`config.mk`:
```
export PLATFORM = sky130hd
export DESIGN_NAME = cims_top
export DESIGN_NICKNAME = d
export VERILOG_FILES = /design/src/cims_pkg.sv /design/src/cims_osc_ctrl.sv /design/src/cims_top.sv
export SDC_FILE = /design/constraint.sdc
export NUM_CORES = 1
export LEC_CHECK = 0
export BUFFER_PORTS_ARGS = -buffer_cell sky130_fd_sc_hd__buf_2
export CELL_PAD_IN_SITES_DETAIL_PLACEMENT = 1
export CELL_PAD_IN_SITES_GLOBAL_PLACEMENT = 1
export CORE_UTILIZATION = 44
export CTS_BUF_LIST = sky130_fd_sc_hd__clkbuf_16
export DETAILED_ROUTE_END_ITERATION = 6
export PLACE_DENSITY = 0.87
export SLEW_MARGIN = 25
export SYNTH_ARGS = -nofsm -noshare
export SYNTH_HDL_FRONTEND = slang
export SYNTH_SLANG_ARGS = --single-unit
export TNS_END_PERCENT = 30
```
`constraint.sdc`:
```
create_clock -name i_sys_clk -period 2.25 [get_ports i_sys_clk]
set_input_delay 0.1125 -clock i_sys_clk [delete_from_list [all_inputs] [get_ports i_sys_clk]]
set_output_delay 0.1125 -clock i_sys_clk [all_outputs]
set_load 0.01 [all_outputs]
```
`src/cims_pkg.sv`:
```
// Constants and types for the power-on initialization and mode select block.
// Assumes a single 50 MHz system clock; no register bus.
package cims_pkg;
    localparam int unsigned SYS_CLK_HZ = 50_000_000;
    localparam int unsigned TIMER_HZ = 1_000_000;
    localparam int unsigned TIMER_DIV = SYS_CLK_HZ / TIMER_HZ;
    localparam int unsigned INIT_CNT_W = 14;
    localparam int unsigned MASTER_PASSES = 4;
    localparam int unsigned CLEAR_CYCLES = 64;
    typedef enum logic [2:0] {
        CIMS_MODE_MASTER_SERIAL,
        CIMS_MODE_MASTER_UP,
        CIMS_MODE_MASTER_DOWN,
        CIMS_MODE_PERIPHERAL,
        CIMS_MODE_SLAVE,
        CIMS_MODE_UNDEFINED
    } cims_mode_e;
    typedef enum logic [2:0] {
        CIMS_ST_INIT,
        CIMS_ST_CLEAR,
        CIMS_ST_WAIT_RESET,
        CIMS_ST_CONFIG,
        CIMS_ST_RUN
    } cims_state_e;
endpackage

```
`src/cims_osc_ctrl.sv`:
```
// Crystal oscillator gating and optional divide-by-two.
// Assumes the amplifier output is already synchronous to the system clock.
`timescale 1ns/10ps
`default_nettype none
module cims_osc_ctrl (
    input wire logic i_sys_clk,
    input wire logic i_reset_n,
    input wire logic i_osc_enable,
    input wire logic i_osc_div2,
    input wire logic i_osc_amp,
    input wire logic i_config_done,
    output logic o_osc_run,
    output logic o_osc_clk,
    output logic o_osc_io_user
);
    logic div_q;
    logic clk_q;
    logic amp_q;
    assign o_osc_run = i_osc_enable;
    assign o_osc_io_user = !i_osc_enable;

    // Rising edges only, so a wide high phase toggles once
    always_ff @(posedge i_sys_clk or negedge i_reset_n) begin
        if (!i_reset_n) begin
            amp_q <= 1'b0;
        end else begin
            amp_q <= i_osc_amp;
        end
    end

    always_ff @(posedge i_sys_clk or negedge i_reset_n) begin
        if (!i_reset_n) begin
            div_q <= 1'b0;
        end else if (i_osc_enable && i_osc_amp && !amp_q) begin
            div_q <= !div_q;
        end
    end

    // Held low until configuration so no half-loaded logic sees edges
    always_ff @(posedge i_sys_clk or negedge i_reset_n) begin
        if (!i_reset_n) begin
            clk_q <= 1'b0;
        end else begin
            clk_q <= i_osc_enable && i_config_done && (i_osc_div2 ? div_q : i_osc_amp);
        end
    end
    assign o_osc_clk = clk_q;
endmodule
`default_nettype wire

```
`src/cims_top.sv`:
```
// Power-on initialization, clear and mode selection sequencer.
// Assumes synchronous pin inputs and one 50 MHz clock; reset is power-on.
`timescale 1ns/10ps
`default_nettype none
module cims_top #(
    parameter int unsigned INIT_CNT_W = cims_pkg::INIT_CNT_W,
    parameter int unsigned TIMER_DIV = cims_pkg::TIMER_DIV,
    parameter int unsigned CLEAR_CYCLES = cims_pkg::CLEAR_CYCLES
) (
    input wire logic i_sys_clk,
    input wire logic i_reset_n,
    input wire logic i_ext_reset_n,
    input wire logic i_mode_select_pin_0,
    input wire logic i_mode_select_pin_1,
    input wire logic i_mode_select_pin_2,
    input wire logic i_powerdown_req,
    input wire logic i_config_clock_in,
    input wire logic i_config_loaded,
    input wire logic i_osc_enable,
    input wire logic i_osc_div2,
    input wire logic i_osc_amp,
    output logic o_user_out_disable,
    output logic o_user_pullup,
    output logic o_powerdown,
    output logic o_clear_mem,
    output logic o_init_ready_n_o,
    output logic o_init_ready_n_oe,
    output cims_pkg::cims_mode_e o_mode,
    output logic o_config_clock_oe,
    output logic o_config_clock_o,
    output logic o_config_active,
    output logic o_config_done,
    output logic o_osc_run,
    output logic o_osc_clk,
    output logic o_osc_io_user
);
    import cims_pkg::*;

    localparam int unsigned TICK_W = $clog2(TIMER_DIV);
    localparam int unsigned CLR_W = $clog2(CLEAR_CYCLES + 1);

    cims_state_e state_q;
    cims_mode_e mode_q;
    cims_mode_e mode_d;
    logic [TICK_W-1:0] tick_cnt_q;
    logic tick;
    logic [INIT_CNT_W-1:0] init_cnt_q;
    logic [1:0] pass_q;
    logic [CLR_W-1:0] clr_cnt_q;
    logic is_master;
    logic timeout_done;
    logic config_clock_q;
    logic pd_q;
    int unsigned tick_gap_q;

    // Pin order 0,1,2 forms the code
    always_comb begin
        unique case ({i_mode_select_pin_0, i_mode_select_pin_1, i_mode_select_pin_2})
            3'h0: mode_d = CIMS_MODE_MASTER_SERIAL;
            3'h1: mode_d = CIMS_MODE_MASTER_UP;
            3'h3: mode_d = CIMS_MODE_MASTER_DOWN;
            3'h5: mode_d = CIMS_MODE_PERIPHERAL;
            3'h7: mode_d = CIMS_MODE_SLAVE;
            default: mode_d = CIMS_MODE_UNDEFINED;
        endcase
    end

    // Pins are watched live through init, clear and reset wait; frozen once configuration starts
    always_ff @(posedge i_sys_clk or negedge i_reset_n) begin
        if (!i_reset_n) begin
            mode_q <= CIMS_MODE_UNDEFINED;
        end else if (state_q != CIMS_ST_CONFIG && state_q != CIMS_ST_RUN) begin
            mode_q <= mode_d;
        end
    end

    assign is_master = (mode_q == CIMS_MODE_MASTER_SERIAL) || (mode_q == CIMS_MODE_MASTER_UP)
        || (mode_q == CIMS_MODE_MASTER_DOWN);

    // Internal timer; exact 1 MHz instead of the loose on-chip oscillator
    always_ff @(posedge i_sys_clk or negedge i_reset_n) begin
        if (!i_reset_n) begin
            tick_cnt_q <= '0;
        end else if (tick) begin
            tick_cnt_q <= '0;
        end else begin
            tick_cnt_q <= tick_cnt_q + 1'b1;
        end
    end
    assign tick = (tick_cnt_q == TICK_W'(TIMER_DIV - 1));

    // Separate cycle count, only for the tick rate check
    always_ff @(posedge i_sys_clk or negedge i_reset_n) begin
        if (!i_reset_n) begin
            tick_gap_q <= 0;
        end else if (tick_gap_q == TIMER_DIV - 1) begin
            tick_gap_q <= 0;
        end else begin
            tick_gap_q <= tick_gap_q + 1;
        end
    end

    always_ff @(posedge i_sys_clk or negedge i_reset_n) begin
        if (!i_reset_n) begin
            init_cnt_q <= '0;
            pass_q <= '0;
        end else if (state_q == CIMS_ST_INIT && tick) begin
            init_cnt_q <= init_cnt_q + 1'b1;
            if (&init_cnt_q) begin
                pass_q <= pass_q + 1'b1;
            end
        end
    end
    // Master needs four passes, others one
    assign timeout_done = tick && (&init_cnt_q)
        && (!is_master || pass_q == 2'(MASTER_PASSES - 1));

    always_ff @(posedge i_sys_clk or negedge i_reset_n) begin
        if (!i_reset_n) begin
            state_q <= CIMS_ST_INIT;
        end else begin
            unique case (state_q)
                CIMS_ST_INIT: if (timeout_done) begin
                    state_q <= CIMS_ST_CLEAR;
                end
                CIMS_ST_CLEAR: if (clr_cnt_q == CLR_W'(CLEAR_CYCLES - 1)) begin
                    state_q <= CIMS_ST_WAIT_RESET;
                end
                CIMS_ST_WAIT_RESET: if (i_ext_reset_n) begin
                    state_q <= CIMS_ST_CONFIG;
                end
                CIMS_ST_CONFIG: if (i_config_loaded) begin
                    state_q <= CIMS_ST_RUN;
                end
                CIMS_ST_RUN: state_q <= CIMS_ST_RUN;
            endcase
        end
    end

    always_ff @(posedge i_sys_clk or negedge i_reset_n) begin
        if (!i_reset_n) begin
            clr_cnt_q <= '0;
        end else if (state_q == CIMS_ST_CLEAR) begin
            clr_cnt_q <= clr_cnt_q + 1'b1;
        end else begin
            clr_cnt_q <= '0;
        end
    end

    // Power-down is only honoured once the supply has settled
    always_ff @(posedge i_sys_clk or negedge i_reset_n) begin
        if (!i_reset_n) begin
            pd_q <= 1'b0;
        end else begin
            pd_q <= i_powerdown_req && state_q != CIMS_ST_INIT;
        end
    end
    assign o_powerdown = pd_q;

    // Master config clock toggles every system clock, half the system clock rate
    always_ff @(posedge i_sys_clk or negedge i_reset_n) begin
        if (!i_reset_n) begin
            config_clock_q <= 1'b0;
        end else if (state_q == CIMS_ST_CONFIG && is_master) begin
            config_clock_q <= !config_clock_q;
        end else begin
            config_clock_q <= 1'b0;
        end
    end
    assign o_config_clock_oe = is_master && (state_q == CIMS_ST_CONFIG);
    assign o_config_clock_o = config_clock_q;

    assign o_user_out_disable = (state_q != CIMS_ST_RUN);
    assign o_user_pullup = (state_q != CIMS_ST_RUN);
    assign o_clear_mem = (state_q == CIMS_ST_CLEAR);
    // Open drain: pulled low until init and clear are over
    assign o_init_ready_n_o = 1'b0;
    assign o_init_ready_n_oe = (state_q == CIMS_ST_INIT) || (state_q == CIMS_ST_CLEAR);
    assign o_mode = mode_q;
    assign o_config_active = (state_q == CIMS_ST_CONFIG);
    assign o_config_done = (state_q == CIMS_ST_RUN);

    // Slave/peripheral config clock input goes to the loader, not used here
    cims_osc_ctrl u_osc (
        .i_sys_clk(i_sys_clk),
        .i_reset_n(i_reset_n),
        .i_osc_enable(i_osc_enable),
        .i_osc_div2(i_osc_div2),
        .i_osc_amp(i_osc_amp),
        .i_config_done(o_config_done),
        .o_osc_run(o_osc_run),
        .o_osc_clk(o_osc_clk),
        .o_osc_io_user(o_osc_io_user)
    );
endmodule
`default_nettype wire

```
# ---- Yosys cells after proc, flatten, opt, wreduce, memory -nomap -nowiden
# Index checks and enable logic that the tools add are counted.
dict set report classes {
  add_sub_neg 4
  n_eq_ne 19
  muxes 10
  reduce_logical 26
}
# cell count
set op_table {}
lappend op_table {{3-bit one-hot mux with 5 select lines} 2}
lappend op_table {{15-bit AND reduction} 1}
lappend op_table {{14-bit by 1-bit adder with 14-bit output (second input constant)} 1}
lappend op_table {{14-bit AND reduction} 1}
lappend op_table {{3-bit by 2-bit == test with 1-bit output (second input constant)} 4}
lappend op_table {{3-bit 2-to-1 mux} 4}
lappend op_table {{1-bit logical AND} 10}
lappend op_table {{3-bit by 1-bit == test with 1-bit output (second input constant)} 3}
lappend op_table {{3-bit == test (second input constant)} 3}
lappend op_table {{3-bit logical NOT} 3}
lappend op_table {{7-bit by 1-bit adder with 7-bit output (second input constant)} 1}
lappend op_table {{7-bit by 6-bit == test with 1-bit output (second input constant)} 1}
lappend op_table {{7-bit 2-to-1 mux} 1}
lappend op_table {{6-bit by 1-bit adder with 6-bit output (second input constant)} 1}
lappend op_table {{6-bit == test (second input constant)} 1}
lappend op_table {{6-bit 2-to-1 mux} 1}
lappend op_table {{2-bit inequality test (second input constant)} 3}
lappend op_table {{1-bit logical NOT} 5}
lappend op_table {{1-bit logical OR} 4}
lappend op_table {{4-bit AND reduction} 1}
lappend op_table {{3-bit by 2-bit inequality test with 1-bit output (second input constant)} 1}
lappend op_table {{3-bit inequality test (second input constant)} 1}
lappend op_table {{3-bit nonzero test} 1}
lappend op_table {{2-bit by 1-bit adder with 2-bit output (second input constant)} 1}
lappend op_table {{3 further kinds} 4}
dict set report totals {
  regBits 40
  wordCells 70
}

# ---- Logic depth before layout (Yosys ltp)
# Gate-level depths: netlist of the first run.
dict set report logic_depth {
  word_depth 8
  ltp_mapped 6
}

# ---- By module
# A second synthesis of the first run with hierarchy kept.
dict set report unflattened {
  cells_unflattened 166
  hier_area_um2 1859.3
}
# module instances cells_each area_each_um2 seq_area_each_um2
set modules_own_cells {}
lappend modules_own_cells {cims_top 1 156 1739.2 928.4}
lappend modules_own_cells {cims_osc_ctrl 1 10 120.1 75.1}

# ---- Worst setup path before layout of the first run
# OpenSTA, ideal clock, no wires.
dict set report synth_timing {
  kind {register to register}
  startpoint {register tick_cnt_q[1]}
  endpoint {register pass_q[1]}
  setup_ns 0.125
  t_arrival_ns 1.581
  required_time_ns 2.125
  path_slack_ns 0.544
  stages_incl_launch_ff 7
  path_buffers 0
  cell_sequence {dfrtp_1 > inv_1 > ha_1 > nand4b_1 > nor3_4 > nand4_2 > mux2_4}
}
dict set report synth_via {
  elab_chain_len 3
}
# element line_no
set synth_lines {}
lappend synth_lines {{start, declared} cims_top.sv:45} ;# logic [TICK_W-1:0] tick_cnt_q;
lappend synth_lines {{start signal, assigned} cims_top.sv:87} ;# tick_cnt_q <= tick_cnt_q + 1'b1;
lappend synth_lines {{6-bit == test} cims_top.sv:90} ;# assign tick = (tick_cnt_q == TICK_W'(TIMER_DIV - 1));
lappend synth_lines {{1-bit logical AND} cims_top.sv:107} ;# end else if (state_q == CIMS_ST_INIT && tick) begin
lappend synth_lines {{15-bit AND reduction (no source line)} n/a}
lappend synth_lines {{end signal, assigned} cims_top.sv:110} ;# pass_q <= pass_q + 1'b1;
lappend synth_lines {{end, declared} cims_top.sv:48} ;# logic [1:0] pass_q;
# No other way between the ends.
# A chain may end at the register's enable or synchronous reset.

# ---- Worst setup path in the final report of the first run
dict set report layout_timing {
  startpoint {register state_q[1]}
  endpoint {register init_cnt_q[13]}
}
dict set report layout_via {
  elab_chain_len 2
}
# element line_no
set layout_lines {}
lappend layout_lines {{start, declared} cims_top.sv:42} ;# cims_state_e state_q;
lappend layout_lines {{start signal, assigned} cims_top.sv:120} ;# state_q <= CIMS_ST_INIT;
lappend layout_lines {{start signal, assigned} cims_top.sv:124} ;# state_q <= CIMS_ST_CLEAR;
lappend layout_lines {{start signal, assigned} cims_top.sv:127} ;# state_q <= CIMS_ST_WAIT_RESET;
lappend layout_lines {{3-bit logical NOT} cims_top.sv:107}
lappend layout_lines {{1-bit logical AND} cims_top.sv:107}
lappend layout_lines {{end signal, assigned} cims_top.sv:108} ;# init_cnt_q <= init_cnt_q + 1'b1;
lappend layout_lines {{end, declared} cims_top.sv:47} ;# logic [INIT_CNT_W-1:0] init_cnt_q;
# No other way between the ends.

==> impl_metrics.ini, run 1 <==
[logic_synthesis]
synthTopCellsByArea = dfrtp_1, xnor2_1, xor2_1, nor2_1, ha_1
synth_cell_types = 47
synth.avg_cell_area_sq_um = 10.9
synthFlopType = dfrtp_1
yosysWarnings = 0
synth_cells = 175
syn_nets = 192
synth_edf_count = 0
ys_ff_latch = 40
netlist.top_cell.by_area = dfrtp_1
async_flop_share = 1.00
ys_seq_area_frac = 0.524
synth_area_sq_um = 1920
synth_top_area_share = 0.496

[hold_path]
hp-start = i_powerdown_req
worstHoldPathType = in2reg
min_to = o_powerdown$_DFF_PN0_
hold-path-cell-count = 2

[critical_path]
slowest_stage = dfrtp_1
crit_arrival_ns = 2.11
required_ns = 2.41
r2r_end = init_cnt_q[13]$_DFFE_PN0N_
end_kind = flop
path_delay_family = simple AND/OR/NAND/NOR gates
crit_buf_inv = 0
max_stage_delay_ns = 0.52
r2r_setup_slack_ns = 0.29
crit_chain = nor4b_2 > nand4b_1 > or4_1 > xnor2_1
critical_path.startpoint_type = flop
rr_worst_depth = 4
crit_fanout = 10
worst_r2r_startpoint = state_q[1]$_DFFE_PN0P_
crit_type = reg2reg

[timing]
finalSetupViolCount = 0
rsz0062_at_grt = false
slew_headroom = 0.412
fmax_mhz = 511
fin_ws_ns = 0.294
timing.final.crit_period_ns = 1.96
worst_pin_slew_ns = 0.882
hold_violations = 0
skew_ns = 0.00486
fin_crit_sh = 0.869
slew_violations = 0
tns_ns = 0

[drt]
antenna_left = 0
routedWlPerCell_um = 15.8
via_per_inst = 5.33
remaining_drc_errors = 0
vias = 1343
drt_iter0_markers = 42
wirelength_um = 3980
dr.pass1.iters = 2

[die]
initial_core_util = 0.469
die_h_um = 68.0
pin_count = 28
die_x_um = 68.0
row_count = 23
die-area_sq_um = 4620
core_sq_um = 4090

[clock_network]
cts-resized-gates = 0
cts.htree.levels = 2
clock_sink_count = 40
clkLatencyLatePin_ns = 0.27
cts.clk_slew.worst_paths_ns = 0.06
cts_tree = yes
cts-root-buf = clkbuf_16
cts_buffers = 5
clockBufferDepth = 2

[status]
status = complete, no violations

[placed_design]
dp_hpwl_um = 2800
pre_cts_ws_ns = 0.339
gp_congestion = 0.716
io_buffer_count = 25

[finish]
final_cell_mix = dfrtp_1, buf_2, nor2_1
syn2layout_area_growth_pct = 15.2
layout_commonest_cell = dfrtp_1
antenna_cells = 0
drive_gt1_frac = 0.213
nNetsFinal = 218
fin_util = 0.540

[grt]
grt-ovfl-total = 0
use_met1 = 0.232
gr-usage-all-layers = 0.200
met2_usage = 0.358
grt_pass1_wl_um = 6620
antenna_found_initial = 0
grt_max_degree = 41
grt_pass1_vias = 1391
grtUsageMet3 = 0.0550
grt.busiest_layer = met2

[pwr]
finalPower_w = 0.00147
ir_worst_vdd_v = 0.000573
power.leakage_nw = 1.07
powerDensity_nw_per_um2 = 665

[job]
cap_viol_max_count = 0
==> flip-flops by register name, summed over array words and instances, names as in the netlist, 2 cells and up <==
name / flops
clr_cnt_q: 7
init_cnt_q: 14
o_mode: 3
pass_q: 2
state_q: 3
tick_cnt_q: 6
==> timing repair <==
| action | 4_1_cts | 5_1_grt |
|---|---|---|
| setup buffers | 0 | 0 |
| hold endpoints to repair | 39 | 0 |
| hold buffers | 2 | 0 |
==> worst reg2reg max path, stage by stage, from the launching register on <==
cell and delay (ns):
dfrtp_1 0.52, nor4b_2 0.40, nand4b_1 0.27, or4_1 0.50, xnor2_1 0.15
==> cells by family after synthesis <==
family | Yosys count | synth area share
xor gates and xnor gates | 23 | 0.105
muxes | 5 | 0.0300
buffers and inverters | 17 | 0.0457
and+or+nand+nor | 70 | 0.211
AOI/OAI and AO/OA | 13 | 0.0444
adders and majority gates | 6 | 0.0379
other | 1 | 0.00196
DFF | 40 | 0.524
==> worst max-delay path by stage <==
stage                            startpoint                          to  slack [ns]  depth (start not counted)
floorplan           tick_cnt_q[1]$_DFF_PN0_       pass_q[1]$_DFFE_PN0P_        0.54                          6
global placement    tick_cnt_q[1]$_DFF_PN0_       pass_q[1]$_DFFE_PN0P_        0.40                          6
detailed placement  tick_cnt_q[1]$_DFF_PN0_       pass_q[1]$_DFFE_PN0P_        0.34                          6
CTS                  state_q[1]$_DFFE_PN0P_  init_cnt_q[13]$_DFFE_PN0N_        0.29                          4
global route         state_q[1]$_DFFE_PN0P_  init_cnt_q[13]$_DFFE_PN0N_        0.17                          4
finish               state_q[1]$_DFFE_PN0P_  init_cnt_q[13]$_DFFE_PN0N_        0.29                          4
==> power by group <==
part           leakage [nW]  internal [W]  switching (W)
Combinational         0.477     0.0000270      0.0000381
Sequential            0.515      0.000737      0.0000121
Clock                0.0762      0.000400       0.000252
Total                  1.07       0.00116       0.000303
==> cell type report <==
type	instances	area, sq um
Sequential cell	40	1000
Fill cell	464	1880
Multi-Input combinational cell	118	825
Clock buffer	5	125
Clock inverter	3	12.5
Tap cell	50	62.6
Timing Repair Buffer	27	145
Inverter	9	33.8
==> routing by layer <==
layer / up-vias / part of all wire
li1: 644 / -
met1: 680 / 0.43
met2: 17 / 0.54
met3: 2 / 0.025
met4: 0 / 0.0048
met5: - / 0
==> per-stage QoR <==
stage / area, sq um / hold slack, ns / std cells
after global placement: 2050 / 0.255 / 242
after detailed placement: 2050 / 0.258 / 242
after floorplan: 1920 / -0.183 / 175
final: 2210 / 0.0728 / 252
after global routing: 2210 / 0.0761 / 252
after CTS: 2210 / 0.0759 / 252
==> Yosys cell counts, types with 3 or more instances <==
cell      number
dfrtp_1       38
nor2_1        18
nand2_1       14
xnor2_1       14
inv_1          9
xor2_1         9
nand3_1        7
ha_1           5
nand4_1        5
buf_4          4
o21ai_0        4
a211oi_1       3
and3_1         3
nor3_1         3
Power figures use the tool's default switching activity.
==> inputs of run 2 (changes only) <==
Settings changed: CELL_PAD_IN_SITES_DETAIL_PLACEMENT 1 to unset, CELL_PAD_IN_SITES_GLOBAL_PLACEMENT 1 to unset, CORE_UTILIZATION 44 to 56, SKIP_LAST_GASP set to 1.
==> run 2 against run 1 <==
Compared with the run above:
- first-iteration DRC count decreased by 55%
- die area shrank 21%
- sequential cell count stayed put
- clock power increased by 23%
- critical path depth up 2
- cell count is 2.4% lower
- non-clock buffer count did not move
- register-to-register slack improved by 0.08 ns
- hold slack got worse by 0.0060 ns
- global-route usage is 3.2 points higher
==> impl_metrics.ini, run 2 (synthesis gave the netlist of run 1 again) <==
[status]
status = complete, no violations

[timing]
skew_ns = 0.00382
slew_headroom = 0.432
timing.final.crit_period_ns = 1.88
tns_ns = 0
hold_violations = 0
worst_pin_slew_ns = 0.852
fmax_mhz = 532
slew_violations = 0
fin_crit_sh = 0.835
rsz0062_at_grt = false
finalSetupViolCount = 0

[drt]
vias = 1337
drt_iter0_markers = 19
antenna_left = 0
remaining_drc_errors = 0
dr.pass1.iters = 4
wirelength_um = 3500
via_per_inst = 5.43
routedWlPerCell_um = 14.2

[critical_path]
crit_type = reg2reg
slowest_stage = dfrtp_1
crit_buf_inv = 1
end_kind = flop
crit_chain = inv_1 > ha_1 > nand4b_1 > nor3_4 > nand4_2 > mux2_4
max_stage_delay_ns = 0.40
required_ns = 2.42
crit_fanout = 6
path_delay_family = simple AND/OR/NAND/NOR gates
critical_path.startpoint_type = flop
crit_arrival_ns = 2.05

[die]
die-area_sq_um = 3660
die_x_um = 60.5
initial_core_util = 0.608
pin_count = 28
row_count = 20
die_h_um = 60.5
core_sq_um = 3150

[placed_design]
dpl.cell_count = 236
gp_congestion = 0.796
place_area_sq_um = 2040
dp_hpwl_um = 2500
io_buffer_count = 25

[grt]
antenna_found_initial = 0
grt-ovfl-total = 0
grt_pass1_vias = 1311
grt_max_degree = 41
gr-usage-all-layers = 0.232
grt_pass1_wl_um = 5880

[clock_network]
cts.clk_slew.worst_paths_ns = 0.06
clkLatencyLatePin_ns = 0.28
clockBufferDepth = 2
cts.htree.levels = 2
cts_buffers = 5
cts-root-buf = clkbuf_16
cts_setup_buffers = 0
clock_sink_count = 40
cts_tree = yes

[finish]
num-fill-cells = 223
largest_reg_flops = 14
drive_gt1_frac = 0.223
final_cell_mix = dfrtp_1, buf_2, nor2_1
syn2layout_area_growth_pct = 16.4
antenna_cells = 0
top_regs = init_cnt_q x14, clr_cnt_q x7, tick_cnt_q x6
top_register = init_cnt_q
layout_commonest_cell = dfrtp_1
fin_util = 0.707
multi_input_area_sq_um = 825
fin_cells = 246
final_cell_area_sq_um = 2230
seqCellArea_sq_um = 1000
nNetsFinal = 218

[pwr]
finalPower_w = 0.00161
ir_worst_vdd_v = 0.000672
powerDensity_nw_per_um2 = 723
power.leakage_nw = 1.07

[hold_path]
worstHoldPathType = in2reg

[job]
cap_viol_max_count = 0
==> run 2: cell count changes in the layout (fill, tap and decap cells not counted) <==
cell | previous run | this run
inv_1 | 11 | 9
bufinv_16 | 0 | 1
clkinvlp_4 | 0 | 1
==> run 2: metrics by stage <==
stage | setup slack (ns) | hold slack [ns]
after global placement | 0.431 | 0.247
after detailed placement | 0.376 | 0.252
after CTS | 0.360 | 0.0612
final | 0.371 | 0.0667
after global routing | 0.221 | 0.0602
after floorplan | 0.544 | -0.183
==> run 2: power breakdown <==
part	switching [W]	internal, W	leakage (nW)
combinational	0.0000353	0.0000269	0.477
clock	0.000280	0.000520	0.0798
sequential	0.0000117	0.000737	0.515
==> run 2: worst paths after layout <==
kind	from	end	slack, ns	depth (start not counted)
worst max-delay path	tick_cnt_q[1]$_DFF_PN0_	pass_q[1]$_DFFE_PN0P_	0.37	6
min in group asynchronous	i_reset_n	init_cnt_q[10]$_DFFE_PN0N_	0.48	2
max in group asynchronous	i_reset_n	o_powerdown$_DFF_PN0_	1.23	2
worst max register to register	tick_cnt_q[1]$_DFF_PN0_	pass_q[1]$_DFFE_PN0P_	0.37	6
worst min register to register	o_config_clock_o$_DFF_PN0_	o_config_clock_o$_DFF_PN0_	0.43	1
worst min-delay path	i_powerdown_req	o_powerdown$_DFF_PN0_	0.07	2
==> run 2: layer usage <==
metal  up-vias  global-route usage  routed length (um)
met5         -                   0                   0
met4         0               0.117                  79
met2        31               0.364                1750
li1        640                   -                   -
met3         9              0.0896                 147
met1       657               0.280                1520
==> run 2: repair_timing <==
action | in CTS | in global routing
endpoints found under the setup margin | 0 | 0
gates resized for setup | 0 | 0
hold endpoints to repair | 39 | 0
hold buffers | 2 | 0
==> run 2: final cells by class <==
cell class,instances,share of cell area
clock inverter,3,0.0191
multi-input combinational,118,0.370
sequential,40,0.450
inverter,9,0.0152
tap,44,0.0247
timing repair buffer,27,0.0651
clock buffer,5,0.0561
==> run 2: worst register-to-register path: stages (launching register included) <==
cell      delay [ns]
dfrtp_1         0.40
inv_1           0.07
ha_1            0.15
nand4b_1        0.26
nor3_4          0.37
nand4_2         0.19
mux2_4          0.32
==> inputs of run 3 (changes only) <==
Clock period 2.25 ns to 1.9 ns, I/O delays scaled along.
==> run 3 against run 2 <==
Compared with the run above:
- die area unchanged
- via count up 2.6%
- design area up 1.0%
- routed wire length up 7.6%
- critical path depth up 1
- critical path type unchanged
- critical endpoint is now init_cnt_q[1]$_DFFE_PN0N_
- first-iteration DRC count up 58%
==> impl_metrics.ini, run 3 (synthesis gave the netlist of run 1 again) <==
[grt]
grt.busiest_layer = met2
grt_pass1_wl_um = 6310
use_met1 = 0.271
grt-ovfl-total = 0
grt_max_degree = 41
antenna_found_initial = 0
grtUsageMet3 = 0.0810
met2_usage = 0.414
gr-usage-all-layers = 0.244
grt_pass1_vias = 1380

[hold_path]
hp-start = i_powerdown_req
min_to = o_powerdown$_DFF_PN0_
worstHoldPathType = in2reg
hold-path-cell-count = 2

[critical_path]
rr_worst_depth = 7
worst_r2r_startpoint = tick_cnt_q[1]$_DFF_PN0_
crit_chain = inv_1 > ha_1 > nand4b_1 > buf_4 > nor3_4 > buf_4 > mux2_2
critical_path.startpoint_type = flop
r2r_setup_slack_ns = 0.15
crit_arrival_ns = 1.92
cp_common_cell = buf_4
slowest_stage = dfrtp_1
crit_fanout = 5
end_kind = flop
r2r_end = init_cnt_q[1]$_DFFE_PN0N_
required_ns = 2.07
max_stage_delay_ns = 0.40
crit_type = reg2reg

[finish]
antenna_cells = 0
largest_reg_flops = 14
top_regs = init_cnt_q x14, clr_cnt_q x7, tick_cnt_q x6
top_register = init_cnt_q
num-fill-cells = 225
nNetsFinal = 224
drive_gt1_frac = 0.231
final_cell_mix = dfrtp_1, buf_2, nor2_1
syn2layout_area_growth_pct = 17.6
fin_util = 0.714
layout_commonest_cell = dfrtp_1

[placed_design]
gp_congestion = 0.745
dp_hpwl_um = 2510
pre_cts_ws_ns = 0.0148
io_buffer_count = 25

[pwr]
seqPwrFrac = 0.509
power.share.clock = 0.447
comb_power_share = 0.043
p_int_w = 0.00138
powerDensity_nw_per_um2 = 774
swShare = 0.210
ir_worst_vdd_v = 0.000589
power.leakage_nw = 1.10
p_sw_w = 0.000365

[timing]
fin_ws_ns = 0.150
tns_ns = 0
skew_ns = 0.00322
rsz0062_at_grt = false
hold_violations = 0
whs_ns = 0.0457
slew_headroom = 0.437
fin_crit_sh = 0.921
finalSetupViolCount = 0
timing.final.crit_period_ns = 1.75
slew_violations = 0
worst_pin_slew_ns = 0.845
fmax_mhz = 571

[status]
status = complete, no violations

[clock_network]
cts.htree.levels = 2
clkLatencyLatePin_ns = 0.28
cts-root-buf = clkbuf_16
clockBufferDepth = 2
cts_buffers = 5
cts_tree = yes
clock_sink_count = 40
cts.clk_slew.worst_paths_ns = 0.05

[die]
die-area_sq_um = 3660
row_count = 20
die_x_um = 60.5
die_h_um = 60.5
pin_count = 28
core_sq_um = 3150
initial_core_util = 0.608

[drt]
via_per_inst = 5.44
drt_iter0_markers = 30
antenna_left = 0
remaining_drc_errors = 0
wirelength_um = 3760
routedWlPerCell_um = 14.9
dr.pass1.iters = 6
vias = 1372

[job]
cap_viol_max_count = 0
## run 3: layout make-up
cell class	instances	area (sq um)	share of cell area
sequential	40	1000	0.446
multi-input combinational	118	833	0.370
timing repair buffer	33	190	0.0844
clock buffer	5	125	0.0556
tap	44	55.1	0.0244
inverter	9	33.8	0.0150
clock inverter	3	11.3	0.00500
## run 3: worst max-delay path by stage
stage                                       start                    endpoint  slack, ns  depth (start not counted)
after global routing      tick_cnt_q[1]$_DFF_PN0_       pass_q[1]$_DFFE_PN0P_       0.06                          7
final                     tick_cnt_q[1]$_DFF_PN0_   init_cnt_q[1]$_DFFE_PN0N_       0.15                          7
after floorplan           tick_cnt_q[1]$_DFF_PN0_       pass_q[1]$_DFFE_PN0P_       0.19                          6
after detailed placement  tick_cnt_q[1]$_DFF_PN0_  init_cnt_q[10]$_DFFE_PN0N_       0.01                          6
after global placement    tick_cnt_q[1]$_DFF_PN0_   init_cnt_q[8]$_DFFE_PN0N_       0.16                          6
after CTS                 tick_cnt_q[1]$_DFF_PN0_       pass_q[1]$_DFFE_PN0P_       0.06                          6
## run 3: through the flow
stage	cells	instance area, sq um	power (W)
global placement	241	2080	0.000969
detailed placement	241	2080	0.000974
global route	252	2250	0.00180
CTS	251	2240	0.00176
floorplan	175	1920	0.000932
finish	252	2250	0.00174
## run 3: worst max-delay path: cells and delay by family (launching register included)
kind,cells,cell delay [ns]
muxes,1,0.33
and+or+nand+nor,2,0.31
buffers and inverters,3,0.43
adders and majority gates,1,0.17
DFF,1,0.40
## run 3: power by group through the flow
stage | Combinational (W) | Clock [W] | Sequential (W)
floorplan | 0.0000301 | 0 | 0.000902
global placement | 0.0000691 | 0 | 0.000900
detailed placement | 0.0000734 | 0 | 0.000900
CTS | 0.0000772 | 0.000794 | 0.000887
global route | 0.0000859 | 0.000822 | 0.000890
finish | 0.0000757 | 0.000779 | 0.000887
## run 3: routing by layer
metal | share of wire | up-vias
met5 | 0 | -
met4 | 0.024 | 0
met3 | 0.051 | 11
met2 | 0.52 | 45
met1 | 0.40 | 669
li1 | - | 647
## run 3: repair_timing
item | in CTS | in global routing
gates cloned | 0 | 0
hold endpoints to repair | 39 | 0
setup buffers | 0 | 1
pin swaps | 0 | 1
endpoints found under the setup margin | 1 | 6
hold buffers | 2 | 0
resized for setup | 1 | 0
